===== src/include/wwdt_pkg.sv =====
/*
 * Constants for the windowed watchdog timer: register offsets, field
 * positions, reset values, enable codes and timing counts.
 * Assumes a 250 MHz system clock and a nominal 32 kHz low-power RC clock.
 */
package wwdt_pkg;

   // ----------------------------------------------------------------
   // Timing
   // ----------------------------------------------------------------
   localparam int unsigned WWDT_CLK_HZ  = 250_000_000;
   localparam int unsigned WWDT_RCOS_HZ = 32_000;
   localparam int unsigned WWDT_OSC_DIV = WWDT_CLK_HZ / WWDT_RCOS_HZ;

   // ----------------------------------------------------------------
   // Register map (byte addresses)
   // ----------------------------------------------------------------
   localparam logic [11:0] WWDT_OFF_CFG  = 12'h000;
   localparam logic [11:0] WWDT_OFF_RSTC = 12'h004;
   localparam logic [11:0] WWDT_OFF_STAT = 12'h008;

   // Configuration word fields
   localparam int unsigned WWDT_CFG_POST_LSB   = 0;
   localparam int unsigned WWDT_CFG_PRE_BIT    = 4;
   localparam int unsigned WWDT_CFG_EN_LSB     = 5;
   localparam int unsigned WWDT_CFG_WINOFF_BIT = 7;
   localparam int unsigned WWDT_CFG_WIN_LSB    = 8;
   localparam int unsigned WWDT_CFG_W          = 10;
   localparam logic [9:0]  WWDT_CFG_RESET      = 10'h0df;

   // Reset-control register fields
   localparam int unsigned WWDT_RSTC_IDLE_BIT  = 2;
   localparam int unsigned WWDT_RSTC_SLEEP_BIT = 3;
   localparam int unsigned WWDT_RSTC_TO_BIT    = 4;
   localparam int unsigned WWDT_RSTC_SWEN_BIT  = 5;

   // Status register fields
   localparam int unsigned WWDT_STAT_PRE_LSB  = 0;
   localparam int unsigned WWDT_STAT_POST_LSB = 8;
   localparam int unsigned WWDT_STAT_WIN_BIT  = 24;
   localparam int unsigned WWDT_STAT_PWR_LSB  = 28;

   // Enable modes
   localparam logic [1:0] WWDT_EN_OFF    = 2'h0;
   localparam logic [1:0] WWDT_EN_ACTIVE = 2'h1;
   localparam logic [1:0] WWDT_EN_SOFT   = 2'h2;
   localparam logic [1:0] WWDT_EN_ALWAYS = 2'h3;

   // Prescaler widths as shift amounts
   localparam logic [2:0] WWDT_PRE_SH_32  = 3'h5;
   localparam logic [2:0] WWDT_PRE_SH_128 = 3'h7;

   typedef enum logic [2:0] {
      WWDT_PWR_RUN   = 3'b001,
      WWDT_PWR_SLEEP = 3'b010,
      WWDT_PWR_IDLE  = 3'b100
   } wwdt_pwr_t;

endpackage : wwdt_pkg


===== src/rtl/wwdt_top.sv =====
/*
 * Windowed watchdog timer with APB register access.
 * Assumes core event inputs are one-cycle pulses synchronous to ref_clk_i,
 * and that wd_reset_o is fed to the reset controller, which answers with
 * device_reset_i.
 */
// Local design decisions: the address map and register access over APB.
`timescale 1ns/100ps
`default_nettype none

module wwdt_top
   import wwdt_pkg::*;
#(
   parameter int unsigned          OSC_DIV   = WWDT_OSC_DIV,
   parameter logic [WWDT_CFG_W-1:0] CFG_INIT = WWDT_CFG_RESET
)
(
   // Clock and reset
   input  wire logic        ref_clk_i,
   input  wire logic        rst_n_i,
   // APB slave
   input  wire logic        psel_i,
   input  wire logic        penable_i,
   input  wire logic        pwrite_i,
   input  wire logic [11:0] paddr_i,
   input  wire logic [31:0] pwdata_i,
   output logic      [31:0] prdata_o,
   output logic             pready_o,
   output logic             pslverr_o,
   // Core events
   input  wire logic        device_reset_i,
   input  wire logic        clock_switch_done_i,
   input  wire logic        clear_watchdog_instruction_i,
   input  wire logic        power_save_instruction_i,
   input  wire logic        power_save_idle_i,
   input  wire logic        wake_event_i,
   // Watchdog outputs
   output logic             wd_reset_o,
   output logic             wd_wake_o,
   output logic             low_power_rc_osc_en_o
);

   // ----------------------------------------------------------------
   // Decoding helpers
   // ----------------------------------------------------------------
   function automatic logic [2:0] closed_eighths(input logic [1:0] code);
      logic [2:0] e;
      e = 3'h2;
      unique case (code)
         2'h3: e = 3'h6;
         2'h2: e = 3'h5;
         2'h1: e = 3'h4;
         2'h0: e = 3'h2;
      endcase
      return e;
   endfunction : closed_eighths

   function automatic logic [2:0] pre_shift(input logic sel);
      return sel ? WWDT_PRE_SH_128 : WWDT_PRE_SH_32;
   endfunction : pre_shift

   // ----------------------------------------------------------------
   // State
   // ----------------------------------------------------------------
   typedef struct packed {
      logic [WWDT_CFG_W-1:0] cfg;
      logic [15:0]           osc_cnt;
      logic [6:0]            pre_cnt;
      logic [14:0]           post_cnt;
      wwdt_pwr_t             pwr;
      logic                  soft_en;
      logic                  to_flag;
      logic                  sleep_flag;
      logic                  idle_flag;
      logic                  wd_reset;
      logic                  wake;
      logic                  osc_run;
      logic                  pready;
      logic                  pslverr;
      logic [31:0]           prdata;
   } wwdt_state_t;

   wwdt_state_t st_ff;
   wwdt_state_t nxt_st;

   logic [1:0]  en_mode;
   logic        win_off;
   logic [2:0]  sh;
   logic [3:0]  post_sel;
   logic        in_run;
   logic        run;
   logic        tick;
   logic        pre_tick;
   logic        timeout;
   logic        win_open;
   logic        enter_ps;
   logic        leave_ps;
   logic        early;
   logic        clr_cnt;
   logic        wr;
   logic [21:0] elapsed;
   logic [22:0] period;
   logic [31:0] rd_mux;
   logic        hit;

   // ----------------------------------------------------------------
   // Next-state logic
   // ----------------------------------------------------------------
   always_comb
   begin
      nxt_st   = st_ff;
      en_mode  = st_ff.cfg[WWDT_CFG_EN_LSB +: 2];
      win_off  = st_ff.cfg[WWDT_CFG_WINOFF_BIT];
      sh       = pre_shift(st_ff.cfg[WWDT_CFG_PRE_BIT]);
      post_sel = st_ff.cfg[WWDT_CFG_POST_LSB +: 4];
      in_run   = (st_ff.pwr == WWDT_PWR_RUN);

      run = (en_mode == WWDT_EN_ALWAYS)
          | ((en_mode == WWDT_EN_SOFT) & st_ff.soft_en)
          | ((en_mode == WWDT_EN_ACTIVE) & (st_ff.pwr != WWDT_PWR_SLEEP));

      // Clock-enable from the divider stands in for the RC oscillator edge
      tick     = run & (st_ff.osc_cnt == 16'(OSC_DIV - 1));
      pre_tick = tick & (st_ff.pre_cnt == 7'((8'h1 << sh) - 8'h1));
      timeout  = pre_tick & (st_ff.post_cnt == 15'((16'h1 << post_sel) - 16'h1));

      // Elapsed ticks against the period, in eighths, for the window
      elapsed  = (22'(st_ff.post_cnt) << sh) | 22'(st_ff.pre_cnt);
      period   = 23'h1 << (5'(sh) + 5'(post_sel));
      win_open = (26'({elapsed, 3'h0}) >= 26'(period) * 26'(closed_eighths(st_ff.cfg[WWDT_CFG_WIN_LSB +: 2])));

      enter_ps = power_save_instruction_i & in_run;
      leave_ps = ~in_run & (wake_event_i | timeout);
      early    = clear_watchdog_instruction_i & in_run & run & ~win_off & ~win_open;

      // A stopped watchdog also drops its counts so a restart begins fresh
      clr_cnt = device_reset_i
              | clock_switch_done_i
              | enter_ps
              | leave_ps
              | (clear_watchdog_instruction_i & in_run)
              | (timeout & in_run)
              | ~run;

      if (clr_cnt)
      begin
         nxt_st.osc_cnt  = 16'h0;
         nxt_st.pre_cnt  = 7'h0;
         nxt_st.post_cnt = 15'h0;
      end
      else if (tick)
      begin
         nxt_st.osc_cnt = 16'h0;
         if (pre_tick)
         begin
            nxt_st.pre_cnt  = 7'h0;
            nxt_st.post_cnt = st_ff.post_cnt + 15'h1;
         end
         else
         begin
            nxt_st.pre_cnt = st_ff.pre_cnt + 7'h1;
         end
      end
      else
      begin
         nxt_st.osc_cnt = st_ff.osc_cnt + 16'h1;
      end

      // Power state
      unique case (st_ff.pwr)
         WWDT_PWR_RUN:
         begin
            if (enter_ps)
               nxt_st.pwr = power_save_idle_i ? WWDT_PWR_IDLE : WWDT_PWR_SLEEP;
         end
         WWDT_PWR_SLEEP, WWDT_PWR_IDLE:
         begin
            if (leave_ps)
               nxt_st.pwr = WWDT_PWR_RUN;
         end
         default:
            nxt_st.pwr = WWDT_PWR_RUN;
      endcase
      if (device_reset_i)
         nxt_st.pwr = WWDT_PWR_RUN;

      // APB: one wait-free access cycle, read data latched in setup
      hit = (paddr_i == WWDT_OFF_CFG) | (paddr_i == WWDT_OFF_RSTC) | (paddr_i == WWDT_OFF_STAT);
      rd_mux = 32'h0;
      if (paddr_i == WWDT_OFF_CFG)
         rd_mux = 32'(st_ff.cfg);
      else if (paddr_i == WWDT_OFF_RSTC)
      begin
         rd_mux[WWDT_RSTC_IDLE_BIT]  = st_ff.idle_flag;
         rd_mux[WWDT_RSTC_SLEEP_BIT] = st_ff.sleep_flag;
         rd_mux[WWDT_RSTC_TO_BIT]    = st_ff.to_flag;
         rd_mux[WWDT_RSTC_SWEN_BIT]  = st_ff.soft_en;
      end
      else if (paddr_i == WWDT_OFF_STAT)
      begin
         rd_mux[WWDT_STAT_PRE_LSB +: 7]  = st_ff.pre_cnt;
         rd_mux[WWDT_STAT_POST_LSB +: 15] = st_ff.post_cnt;
         rd_mux[WWDT_STAT_WIN_BIT]        = win_open;
         rd_mux[WWDT_STAT_PWR_LSB +: 3]   = st_ff.pwr;
      end
      nxt_st.pready = psel_i & ~penable_i;
      if (psel_i & ~penable_i)
      begin
         nxt_st.prdata  = rd_mux;
         nxt_st.pslverr = ~hit;
      end
      wr = psel_i & penable_i & st_ff.pready & pwrite_i & ~st_ff.pslverr;

      if (wr & (paddr_i == WWDT_OFF_CFG))
         nxt_st.cfg = pwdata_i[WWDT_CFG_W-1:0];
      if (wr & (paddr_i == WWDT_OFF_RSTC))
      begin
         nxt_st.idle_flag  = pwdata_i[WWDT_RSTC_IDLE_BIT];
         nxt_st.sleep_flag = pwdata_i[WWDT_RSTC_SLEEP_BIT];
         nxt_st.to_flag    = pwdata_i[WWDT_RSTC_TO_BIT];
         if (en_mode == WWDT_EN_SOFT)
            nxt_st.soft_en = pwdata_i[WWDT_RSTC_SWEN_BIT];
      end

      // Hardware sets win over a software clear in the same cycle
      if (timeout)
         nxt_st.to_flag = 1'b1;
      if (enter_ps & power_save_idle_i)
         nxt_st.idle_flag = 1'b1;
      if (enter_ps & ~power_save_idle_i)
         nxt_st.sleep_flag = 1'b1;
      if (device_reset_i | (en_mode == WWDT_EN_OFF))
         nxt_st.soft_en = 1'b0;

      nxt_st.wd_reset = (timeout & in_run) | early;
      nxt_st.wake     = timeout & ~in_run;
      nxt_st.osc_run  = run;
   end

   // ----------------------------------------------------------------
   // State register
   // ----------------------------------------------------------------
   always_ff @(posedge ref_clk_i)
   begin
      if (!rst_n_i)
      begin
         st_ff     <= '0;
         st_ff.cfg <= CFG_INIT;
         st_ff.pwr <= WWDT_PWR_RUN;
      end
      else
      begin
         st_ff <= nxt_st;
      end
   end

   assign prdata_o              = st_ff.prdata;
   assign pready_o              = st_ff.pready;
   assign pslverr_o             = st_ff.pslverr;
   assign wd_reset_o            = st_ff.wd_reset;
   assign wd_wake_o             = st_ff.wake;
   assign low_power_rc_osc_en_o = st_ff.osc_run;
endmodule : wwdt_top

`default_nettype wire


===== config.mk =====
export PLATFORM = sky130hd
export DESIGN_NAME = wwdt_top
export DESIGN_NICKNAME = d
export VERILOG_FILES = /design/src/include/wwdt_pkg.sv /design/src/rtl/wwdt_top.sv
export SDC_FILE = /design/constraint.sdc
export NUM_CORES = 1
export LEC_CHECK = 0
export ABC_AREA = 1
export BUFFER_PORTS_ARGS = -buffer_cell sky130_fd_sc_hd__buf_2
export CORE_ASPECT_RATIO = 0.75
export CORE_MARGIN = 2
export CORE_UTILIZATION = 50
export CTS_CLUSTER_SIZE = 8
export DETAILED_ROUTE_END_ITERATION = 16
export PLACE_DENSITY_LB_ADDON = 0.1
export SYNTH_ARGS = -nofsm -noshare
export SYNTH_HDL_FRONTEND = slang
export SYNTH_SLANG_ARGS = --single-unit

===== constraint.sdc =====
create_clock -name ref_clk_i -period 8.9 [get_ports ref_clk_i]
set_input_delay 1.78 -clock ref_clk_i [delete_from_list [all_inputs] [get_ports ref_clk_i]]
set_output_delay 1.78 -clock ref_clk_i [all_outputs]
set_load 0.01 [all_outputs]

* Word-level counts from Yosys, hierarchy flattened
Index checks and enable logic that the tools add are counted.
Cells by class: add/subtract/negate cells 6, multiply operators 1, magnitude comparators 1, equal/unequal tests 17, shifts and indexed selects 4, multiplexer cells 26, bitwise logic cells 45, reductions and logical operators 14
Operator list (number):
- 15-bit 2-to-1 mux | 3
- 25-bit by 26-bit >= comparator with 1-bit output | 1
- 23-bit by 3-bit multiplier with 26-bit output | 1
- 1-bit by 5-bit << shifter with 23-bit output, first input constant | 1
- 1-bit bitwise AND | 22
- 22-bit by 7-bit OR with 22-bit output | 1
- 15-bit by 3-bit << shifter with 22-bit output | 1
- 3-bit 2-to-1 mux | 7
- 7-bit 2-to-1 mux | 3
- 16-bit by 1-bit adder with 16-bit output, second input constant | 1
- 16-bit by 13-bit equality test with 1-bit output, second input constant | 1
- 15-bit by 1-bit adder with 15-bit output, second input constant | 1
- 15-bit equality test | 1
- 1-bit by 4-bit << shifter with 15-bit output, first input constant | 1
- 15-bit by 1-bit subtractor with 15-bit output, second input constant | 1
- 1-bit OR | 13
- 12-bit by 3-bit equality test with 1-bit output, second input constant | 1
- 12-bit by 4-bit equality test with 1-bit output, second input constant | 1
- 12-bit logical NOT | 1
- 3-bit one-hot mux with 4 select lines | 1
- 1-bit inverter | 9
- 2-bit equality test, second input constant | 4
- 1-bit 2-to-1 mux | 8
- 2-bit OR reduction | 4
- 19 further kinds | 26
Storage, ports and cells: flip-flop bits (word level) 87, bits of input ports 55, output and inout bits 37, word-level logic and storage cells 129

* Logic depth before layout (Yosys ltp)
Gate-level depths: netlist of run 1.
word-level depth 14, mapped depth 38, mapped depth without buffers 38

* Worst setup path after synthesis of run 1
OpenSTA, ideal clock, no wires.
kind register to register, start point reg st_ff, in the netlist post_sel[1], end point reg st_ff, in the netlist wd_reset_o, library setup time 71 ps, arrival 4519 ps, required time 8829 ps, path slack 4310 ps, stages on the path, launching flop included 32, buffers on the path 0, period minus slack after synthesis 4590 ps, path through dfxtp_1 -> ha_1 -> nand2_1 -> inv_1 -> nor2_1 -> nor2_1 -> nor2_1 -> inv_1 -> nor2_1 -> inv_1 -> nor2_1 -> inv_1 -> nor2_1 -> fa_1 -> ha_1 -> a21oi_1 -> nand2_1 -> nand2_1 -> nand2_1 -> a31oi_1 -> nor2_1 -> nor2_1 -> o21bai_1 -> xor2_1 -> ha_1 -> a21oi_1 -> nor2_1 -> nor2_1 -> nand2_1 -> nor2_1 -> nand3_1 -> a21oi_1
Between the ends: cells in the longest elaborated chain, start to end 7, elaborated cells between the ends (all ways) 12, classes of those cells add/sub: 2; mul: 1; order compare: 1; eq/ne: 1; shift: 2; bitwise: 5
RTL lines:
- from (decl) | RTL line wwdt_top.sv:83 | wwdt_state_t st_ff;
- from (signal assigned) | RTL line wwdt_top.sv:253 | st_ff <= nxt_st;
- 3-bit by 4-bit adder with 5-bit output | RTL line wwdt_top.sv:129 | period = 23'h1 << (5'(sh) + 5'(post_sel));
- 1-bit by 5-bit << shifter with 23-bit output | RTL line wwdt_top.sv:129
- 23-bit by 3-bit multiplier with 26-bit output | RTL line wwdt_top.sv:130 | win_open = (26'({elapsed, 3'h0}) >= 26'(period) * 26'(closed_eighths(st_ff.cfg[WWDT_CFG_WIN_LSB +: 2])));
- 25-bit by 26-bit >= comparator with 1-bit output | RTL line wwdt_top.sv:130
- 1-bit inverter | RTL line wwdt_top.sv:134 | early = clear_watchdog_instruction_i & in_run & run & ~win_off & ~win_open;
- 1-bit bitwise AND | RTL line wwdt_top.sv:134
- 1-bit OR (*) | RTL line wwdt_top.sv:235 | nxt_st.wd_reset = (timeout & in_run) | early;
Every way passes the cells marked *; elsewhere a longest branch is shown, timed or not. A chain may end at the register's enable or synchronous reset.

* Worst setup path in the final report of run 1
Ends and elaborated chain as after synthesis.

==> results.ini, run 1 <==
[global_route]
grt_pass1_wl_microns=32000
grt_pass1_vias=6460
gr-total-overflow=0
antenna_found_initial=0
grt_usage_pct=24.1
grt_max_degree=35

[worst_setup_path]
arrival_ns=5.87
required_ns=9.17
path_max_fanout=8
criticalPathCategory=flip-flop to flip-flop
start_kind=flip-flop
slowest_delay_ns=0.56
crit_slowest_cell=dfxtp_1
endpoint_kind=flip-flop
crit_top_cell=nor2_1

[timing]
fin_worst_skew_ns=0.0110
tightestPinTransition_ns=1.00
tns_ns=0
slew_headroom_pct=33.3
drv_slew=0
finalCritPeriodShare_pct=62.9
rsz0062_at_grt=false
finalHoldViolCount=0
period_needed_ns=5.60
max_freq_ghz=0.179
setup_viol=0

[clock_network]
clk_pin_slew_ns=0.07
cts_sinks=87
post_cts_buffers=0
ctsResizeCount=0
clockBufferDepth=2
cts-root-buf=clkbuf_16
clk_latency_ns=0.34
cts_buffers=9
htree_levels=3
ctsHoldBuffers=0
cts_tree=done

[layout]
drive_gt1_share_pct=9.92
diodes=0
layout.nets=1325
area_delta_synth_final_pct=7.51
fin_cells=1399
n_fill_cell=1529

[synth]
synth_edf_count=0
syn_inst=1158
muxShareOfSynthArea_pct=0.132
ys_dominant_reg_cell=dfxtp_1
syn-cell-area_sq_um=7590
ys.warnings.count=0
synth-xor-area-share_pct=6.34
synth.area.top_cells=dfxtp_1, nand2_1, ha_1
synth_top_area_cell=dfxtp_1
synth.top_cell.area_share_pct=22.9
ys_seq_area_share_pct=22.9
synth_seq_cells=87
synthArstFlopShare_pct=0
syn_area_per_cell_sq_um=6.56
synthSimpleGateAreaFrac_pct=32.1
synth_cell_types=48
synth_compound_area_share_pct=10.2
post_synth_fa_ha_maj_area_fraction_pct=14.7
synth_top_family_by_area=simple AND/OR/NAND/NOR gates

[drt]
ant_nets=0
routed_wl_microns=19100
dr.pass1.iters=5
route.detailed.drc=0
drt_iter0_markers=627
viasPerCell=5.11
vias=7149
wire_per_inst_microns=13.7

[place]
place.port_buffers=64
place_congestion=0.939
hpwl_microns=15300
dpl.cell_count=1383

[die]
die_height_microns=111
start_util_pct=51.8
pin_count=92
rows=38
core-area_sq_um=14600
die-area_sq_um=16200
fp.dieW_microns=146

[power]
p_leak_nw=3.76
powerDensity_nw_per_um2=101
peakVddDrop_mv=0.0946

[flow_run]
max_cap_violations=0

[min_path]
min_path_type=flip-flop to flip-flop

[outcome]
status=finished, final reports clean

==> critical path: cells and delay by family (launching register included) <==
| family | cells | cell delay [ns] |
|---|---|---|
| AOI/OAI and AO/OA | 5 | 0.89 |
| xor gates and xnor gates | 1 | 0.16 |
| and+or+nand+nor | 17 | 2.10 |
| buffers and inverters | 4 | 0.37 |
| DFF | 1 | 0.56 |
| adders and majority gates | 4 | 1.47 |
==> cell type report <==
type                       instances  area [sq um]  area share, %
multi-input combinational        855          4890           59.9
sequential                        87          1740           21.3
tap                              200           250           3.07
clock inverter                     5          41.3          0.506
clock buffer                      11           243           2.97
timing repair buffer              67           343           4.20
inverter                         174           653           8.00
==> synth_stat cells, types with 2 or more instances <==
cell type	count
nand2_1	274
inv_1	165
nor2_1	140
dfxtp_1	87
nand3_1	59
a21oi_1	58
ha_1	54
o21ai_0	45
xor2_1	41
nor3_1	37
buf_4	34
fa_1	22
nand4_1	21
clkbuf_1	19
nor2_2	16
xnor2_1	14
inv_2	8
o211ai_1	8
nor4_1	7
a221oi_1	5
a31oi_1	4
o21ai_1	4
nand2_2	3
a41oi_1	2
buf_1	2
buf_2	2
conb_1	2
nand3_4	2
nor2_4	2
o21bai_1	2
o22ai_1	2
==> power breakdown <==
group,switching [mW],internal [mW]
logic,0.0407,0.0262
registers,0.00202,0.392
clock network,0.161,0.199
==> metrics by stage <==
step / instance area, sq um / utilization, % / total power, mW / hold WS, ns / worst slack, ns
2_1_floorplan: 7660 / - / 0.452 / 0.417 / 4.31
3_3_place_gp: 7880 / 53.8 / 0.466 / 0.431 / 3.42
3_5_place_dp: 7880 / 53.8 / 0.466 / 0.441 / 3.41
4_1_cts: 8160 / 55.7 / 0.825 / 0.457 / 3.39
5_1_grt: 8160 / 55.7 / 0.860 / 0.475 / 2.86
6_report: 8160 / 55.7 / 0.820 / 0.449 / 3.30
==> routing by layer <==
| layer | up-vias | track usage (%) | share of wire (%) |
|---|---|---|---|
| met3 | 22 | 4.16 | 7.0 |
| li1 | 3724 | - | - |
| met4 | 0 | 4.34 | 0.96 |
| met2 | 205 | 35.1 | 40 |
| met1 | 3198 | 37.4 | 52 |
| met5 | - | 0 | 0 |
==> sequential cells by signal, summed over array words and instances, names as in the netlist, 2 cells and up <==
signal    flops
post_sel      4
en_mode       2
prdata_o     27
st_ff        49
==> cells by family after synthesis <==
kind of cell,after synthesis
other,2
multiplexers,1
flip-flops,87
XOR/XNOR,55
buffers and inverters,233
adder cells (fa/ha/maj),76
AND/OR/NAND/NOR,567
AO/OA/AOI/OAI,137
==> placed cells by master (no fill, tap or decap), drive strengths merged, types with 2 or more instances in the layout <==
master      n
a21oi      58
a221oi      5
a31oi       4
a41oi       2
buf        67
clkbuf     11
clkinv      3
clkinvlp    2
conb       19
dfxtp      87
fa         22
ha         54
inv       174
nand2     277
nand3      62
nand4      21
nor2      158
nor3       38
nor4        7
o2111ai     2
o211ai      8
o21ai      49
o21bai      2
o22ai       2
xnor2      14
xor2       41
==> final timing paths <==
| check | from | endpoint | slack [ns] | cells past startpoint |
|---|---|---|---|---|
| setup / recovery | post_sel[1]$_SDFFE_PN1P_ | wd_reset_o$_SDFF_PN0_ | 3.30 | 31 |
| hold / removal | st_ff[66]$_SDFF_PP0_ | st_ff[66]$_SDFF_PP0_ | 0.45 | 1 |
| setup reg to reg | post_sel[1]$_SDFFE_PN1P_ | wd_reset_o$_SDFF_PN0_ | 3.30 | 31 |
| hold reg to reg | st_ff[66]$_SDFF_PP0_ | st_ff[66]$_SDFF_PP0_ | 0.45 | 1 |
Power figures use the tool's default switching activity.
==> inputs of run 2 (changes only) <==
==> constraint.sdc (replaced) <==
create_clock -name ref_clk_i -period 5.81 [get_ports ref_clk_i]
set_input_delay 1.162 -clock ref_clk_i [delete_from_list [all_inputs] [get_ports ref_clk_i]]
set_output_delay 1.162 -clock ref_clk_i [all_outputs]
set_load 0.01 [all_outputs]
==> run 2 against run 1 <==
Global-route usage is 0.098 points higher. Worst setup slack worse by 2.7 ns. Sequential cell count stayed put. Clock skew is 0.0040 ns lower. Critical path type unchanged.
==> results.ini, run 2 (synthesized netlist as in run 1, its figures left out) <==
[outcome]
status=finished, final reports clean  ; unchanged

[power]
p_switching_uw=323  ; was 203 uW
p_int_uw=949  ; was 617 uW
p_leak_nw=3.78  ; was 3.76 nW
p_total_mw=1.27  ; was 820 uW
peakVddDrop_mv=0.146  ; was 0.0946 mV
comb_power_share_pct=8.1  ; was 8.2%
powerDensity_nw_per_um2=155  ; was 101 nW/um^2
netSwitchingFraction_pct=25.4  ; was 24.8%
seq_power_share_pct=47.4  ; was 48.0%
clkPwrFrac_pct=44.4  ; was 43.8%

[drt]
viasPerCell=5.11  ; about the same
route.detailed.drc=0  ; unchanged
vias=7174  ; was 7149
dr.pass1.iters=7  ; was 5
ant_nets=0  ; unchanged
wire_per_inst_microns=13.7  ; about the same
drt_iter0_markers=579  ; was 627
routed_wl_microns=19300  ; was 19100 microns

[timing]
whs_ns=0.448  ; was 0.449 ns
drv_slew=0  ; unchanged
finalCritPeriodShare_pct=90.3  ; was 62.9%
max_freq_ghz=0.191  ; was 0.179 GHz
period_needed_ns=5.25  ; was 5.60 ns
rsz0062_at_grt=false  ; unchanged
tightestPinTransition_ns=1.01  ; was 1.00 ns
setup_slack_ns=0.564  ; was 3.30 ns
slew_headroom_pct=32.8  ; was 33.3%
finalHoldViolCount=0  ; unchanged
tns_ns=0  ; unchanged
setup_viol=0  ; unchanged
fin_worst_skew_ns=0.00694  ; was 0.0110 ns

[die]
die_height_microns=111  ; unchanged
pin_count=92  ; unchanged
core-area_sq_um=14600  ; unchanged
start_util_pct=51.8  ; unchanged
die-area_sq_um=16200  ; unchanged
rows=38  ; unchanged
fp.dieW_microns=146  ; unchanged

[clock_network]
cts-root-buf=clkbuf_16  ; unchanged
cts_tree=done  ; unchanged
cts_buffers=9  ; unchanged
clockBufferDepth=2  ; unchanged
clk_pin_slew_ns=0.07  ; about the same
htree_levels=3  ; unchanged
ctsHoldBuffers=0  ; unchanged
cts_sinks=87  ; unchanged
clk_latency_ns=0.34  ; about the same

[layout]
top_register=st_ff  ; unchanged
final_cell_mix=nand2_1, inv_1, nor2_1  ; unchanged
fin_cells=1403  ; was 1399
largest_reg_flops=49  ; unchanged
layout.cells.most_common=nand2_1  ; unchanged
drive_gt1_share_pct=10.5  ; was 9.92%
layout.nets=1329  ; was 1325
diodes=0  ; unchanged
area_delta_synth_final_pct=8.06  ; was 7.51%

[worst_setup_path]
r2r_slack_ns=0.56  ; was 3.30 ns
crit_top_cell=nor2_1  ; unchanged
slowest_delay_ns=0.52  ; was 0.56 ns
required_ns=6.08  ; was 9.17 ns
path_max_fanout=8  ; unchanged
criticalPathCategory=flip-flop to flip-flop  ; unchanged
start_kind=flip-flop  ; unchanged
arrival_ns=5.52  ; was 5.87 ns
endpoint_kind=flip-flop  ; unchanged
rr_worst_depth=31  ; unchanged
crit_slowest_cell=fa_1  ; was dfxtp_1

[global_route]
grt_pass1_vias=6430  ; was 6460
grt_pass1_wl_microns=31900  ; was 32000 microns
antenna_found_initial=0  ; unchanged
grt_max_degree=35  ; unchanged
gr-total-overflow=0  ; unchanged
grt_usage_pct=24.2  ; was 24.1%

[place]
hpwl_microns=15500  ; was 15300 microns
dpl.cell_count=1385  ; was 1383
dp_slack_ns=0.338  ; was 3.41 ns
place.port_buffers=64  ; unchanged
place_congestion=0.931  ; was 0.939

[flow_run]
max_cap_violations=0  ; unchanged

[min_path]
min_path_type=flip-flop to flip-flop  ; unchanged
min_path_cells=1  ; unchanged

[run 2: changes by cell type in the layout (fill, tap and decap cells not counted)]
cell      previous run  this run
dfxtp_1             87        86
nor2_2              16        17
dfxtp_2              0         1
clkbuf_1             1         0
inv_8                0         1
nor2_1             140       139
inv_6                1         2
clkinv_4             2         1
buf_4                3         7
[run 2: through the flow]
| step | utilization [%] | cell area, sq um |
|---|---|---|
| global route | 56.0 | 8200 |
| global placement | 53.9 | 7890 |
| CTS | 55.9 | 8190 |
| finish | 56.0 | 8200 |
| detailed placement | 53.9 | 7890 |
| floorplan | - | 7660 |
[run 2: repair_timing]
| action | in CTS | in global routing |
|---|---|---|
| endpoints found under the setup margin | 0 | 2 |
| setup buffers | 0 | 2 |
| resized for setup | 0 | 2 |
| endpoints found under the hold margin | 0 | 0 |
[run 2: area by class of cell]
| cell class | instances | area [sq um] |
|---|---|---|
| Clock buffer | 10 | 239 |
| Clock inverter | 6 | 52.6 |
| Tap cell | 200 | 250 |
| Inverter | 174 | 653 |
| Multi-Input combinational cell | 855 | 4890 |
| Sequential cell | 87 | 1740 |
| Fill cell | 1537 | 6440 |
| Timing Repair Buffer | 71 | 373 |
[run 2: final timing paths]
kind,from,end
min reg2reg,st_ff[66]$_SDFF_PP0_,st_ff[66]$_SDFF_PP0_
max reg2reg,post_sel[1]$_SDFFE_PN1P_,wd_reset_o$_SDFF_PN0_
max,post_sel[1]$_SDFFE_PN1P_,wd_reset_o$_SDFF_PN0_
min,st_ff[66]$_SDFF_PP0_,st_ff[66]$_SDFF_PP0_
[run 2: critical path: cells and delay by family (launching register included)]
family	cells	cell delay, ns
AND/OR/NAND/NOR	18	2.08
adder cells (fa/ha/maj)	4	1.48
AO/OA/AOI/OAI	4	0.70
flip-flops	1	0.43
buffers and inverters	4	0.32
XOR/XNOR	1	0.16
[run 2: power groups by stage]
stage	clock (mW)	combinational [mW]	sequential [mW]
floorplan	0	0.0765	0.617
global placement	0	0.0965	0.617
detailed placement	0	0.0977	0.617
CTS	0.574	0.0981	0.603
global route	0.608	0.119	0.604
finish	0.566	0.104	0.604
[run 2: layer usage]
metal	vias to the layer above	share of wire, %	global-route usage (%)
li1	3732	-	-
met1	3205	51	37.1
met2	216	40	35.2
met3	21	6.8	4.49
met4	0	1.3	5.18
met5	-	0	0
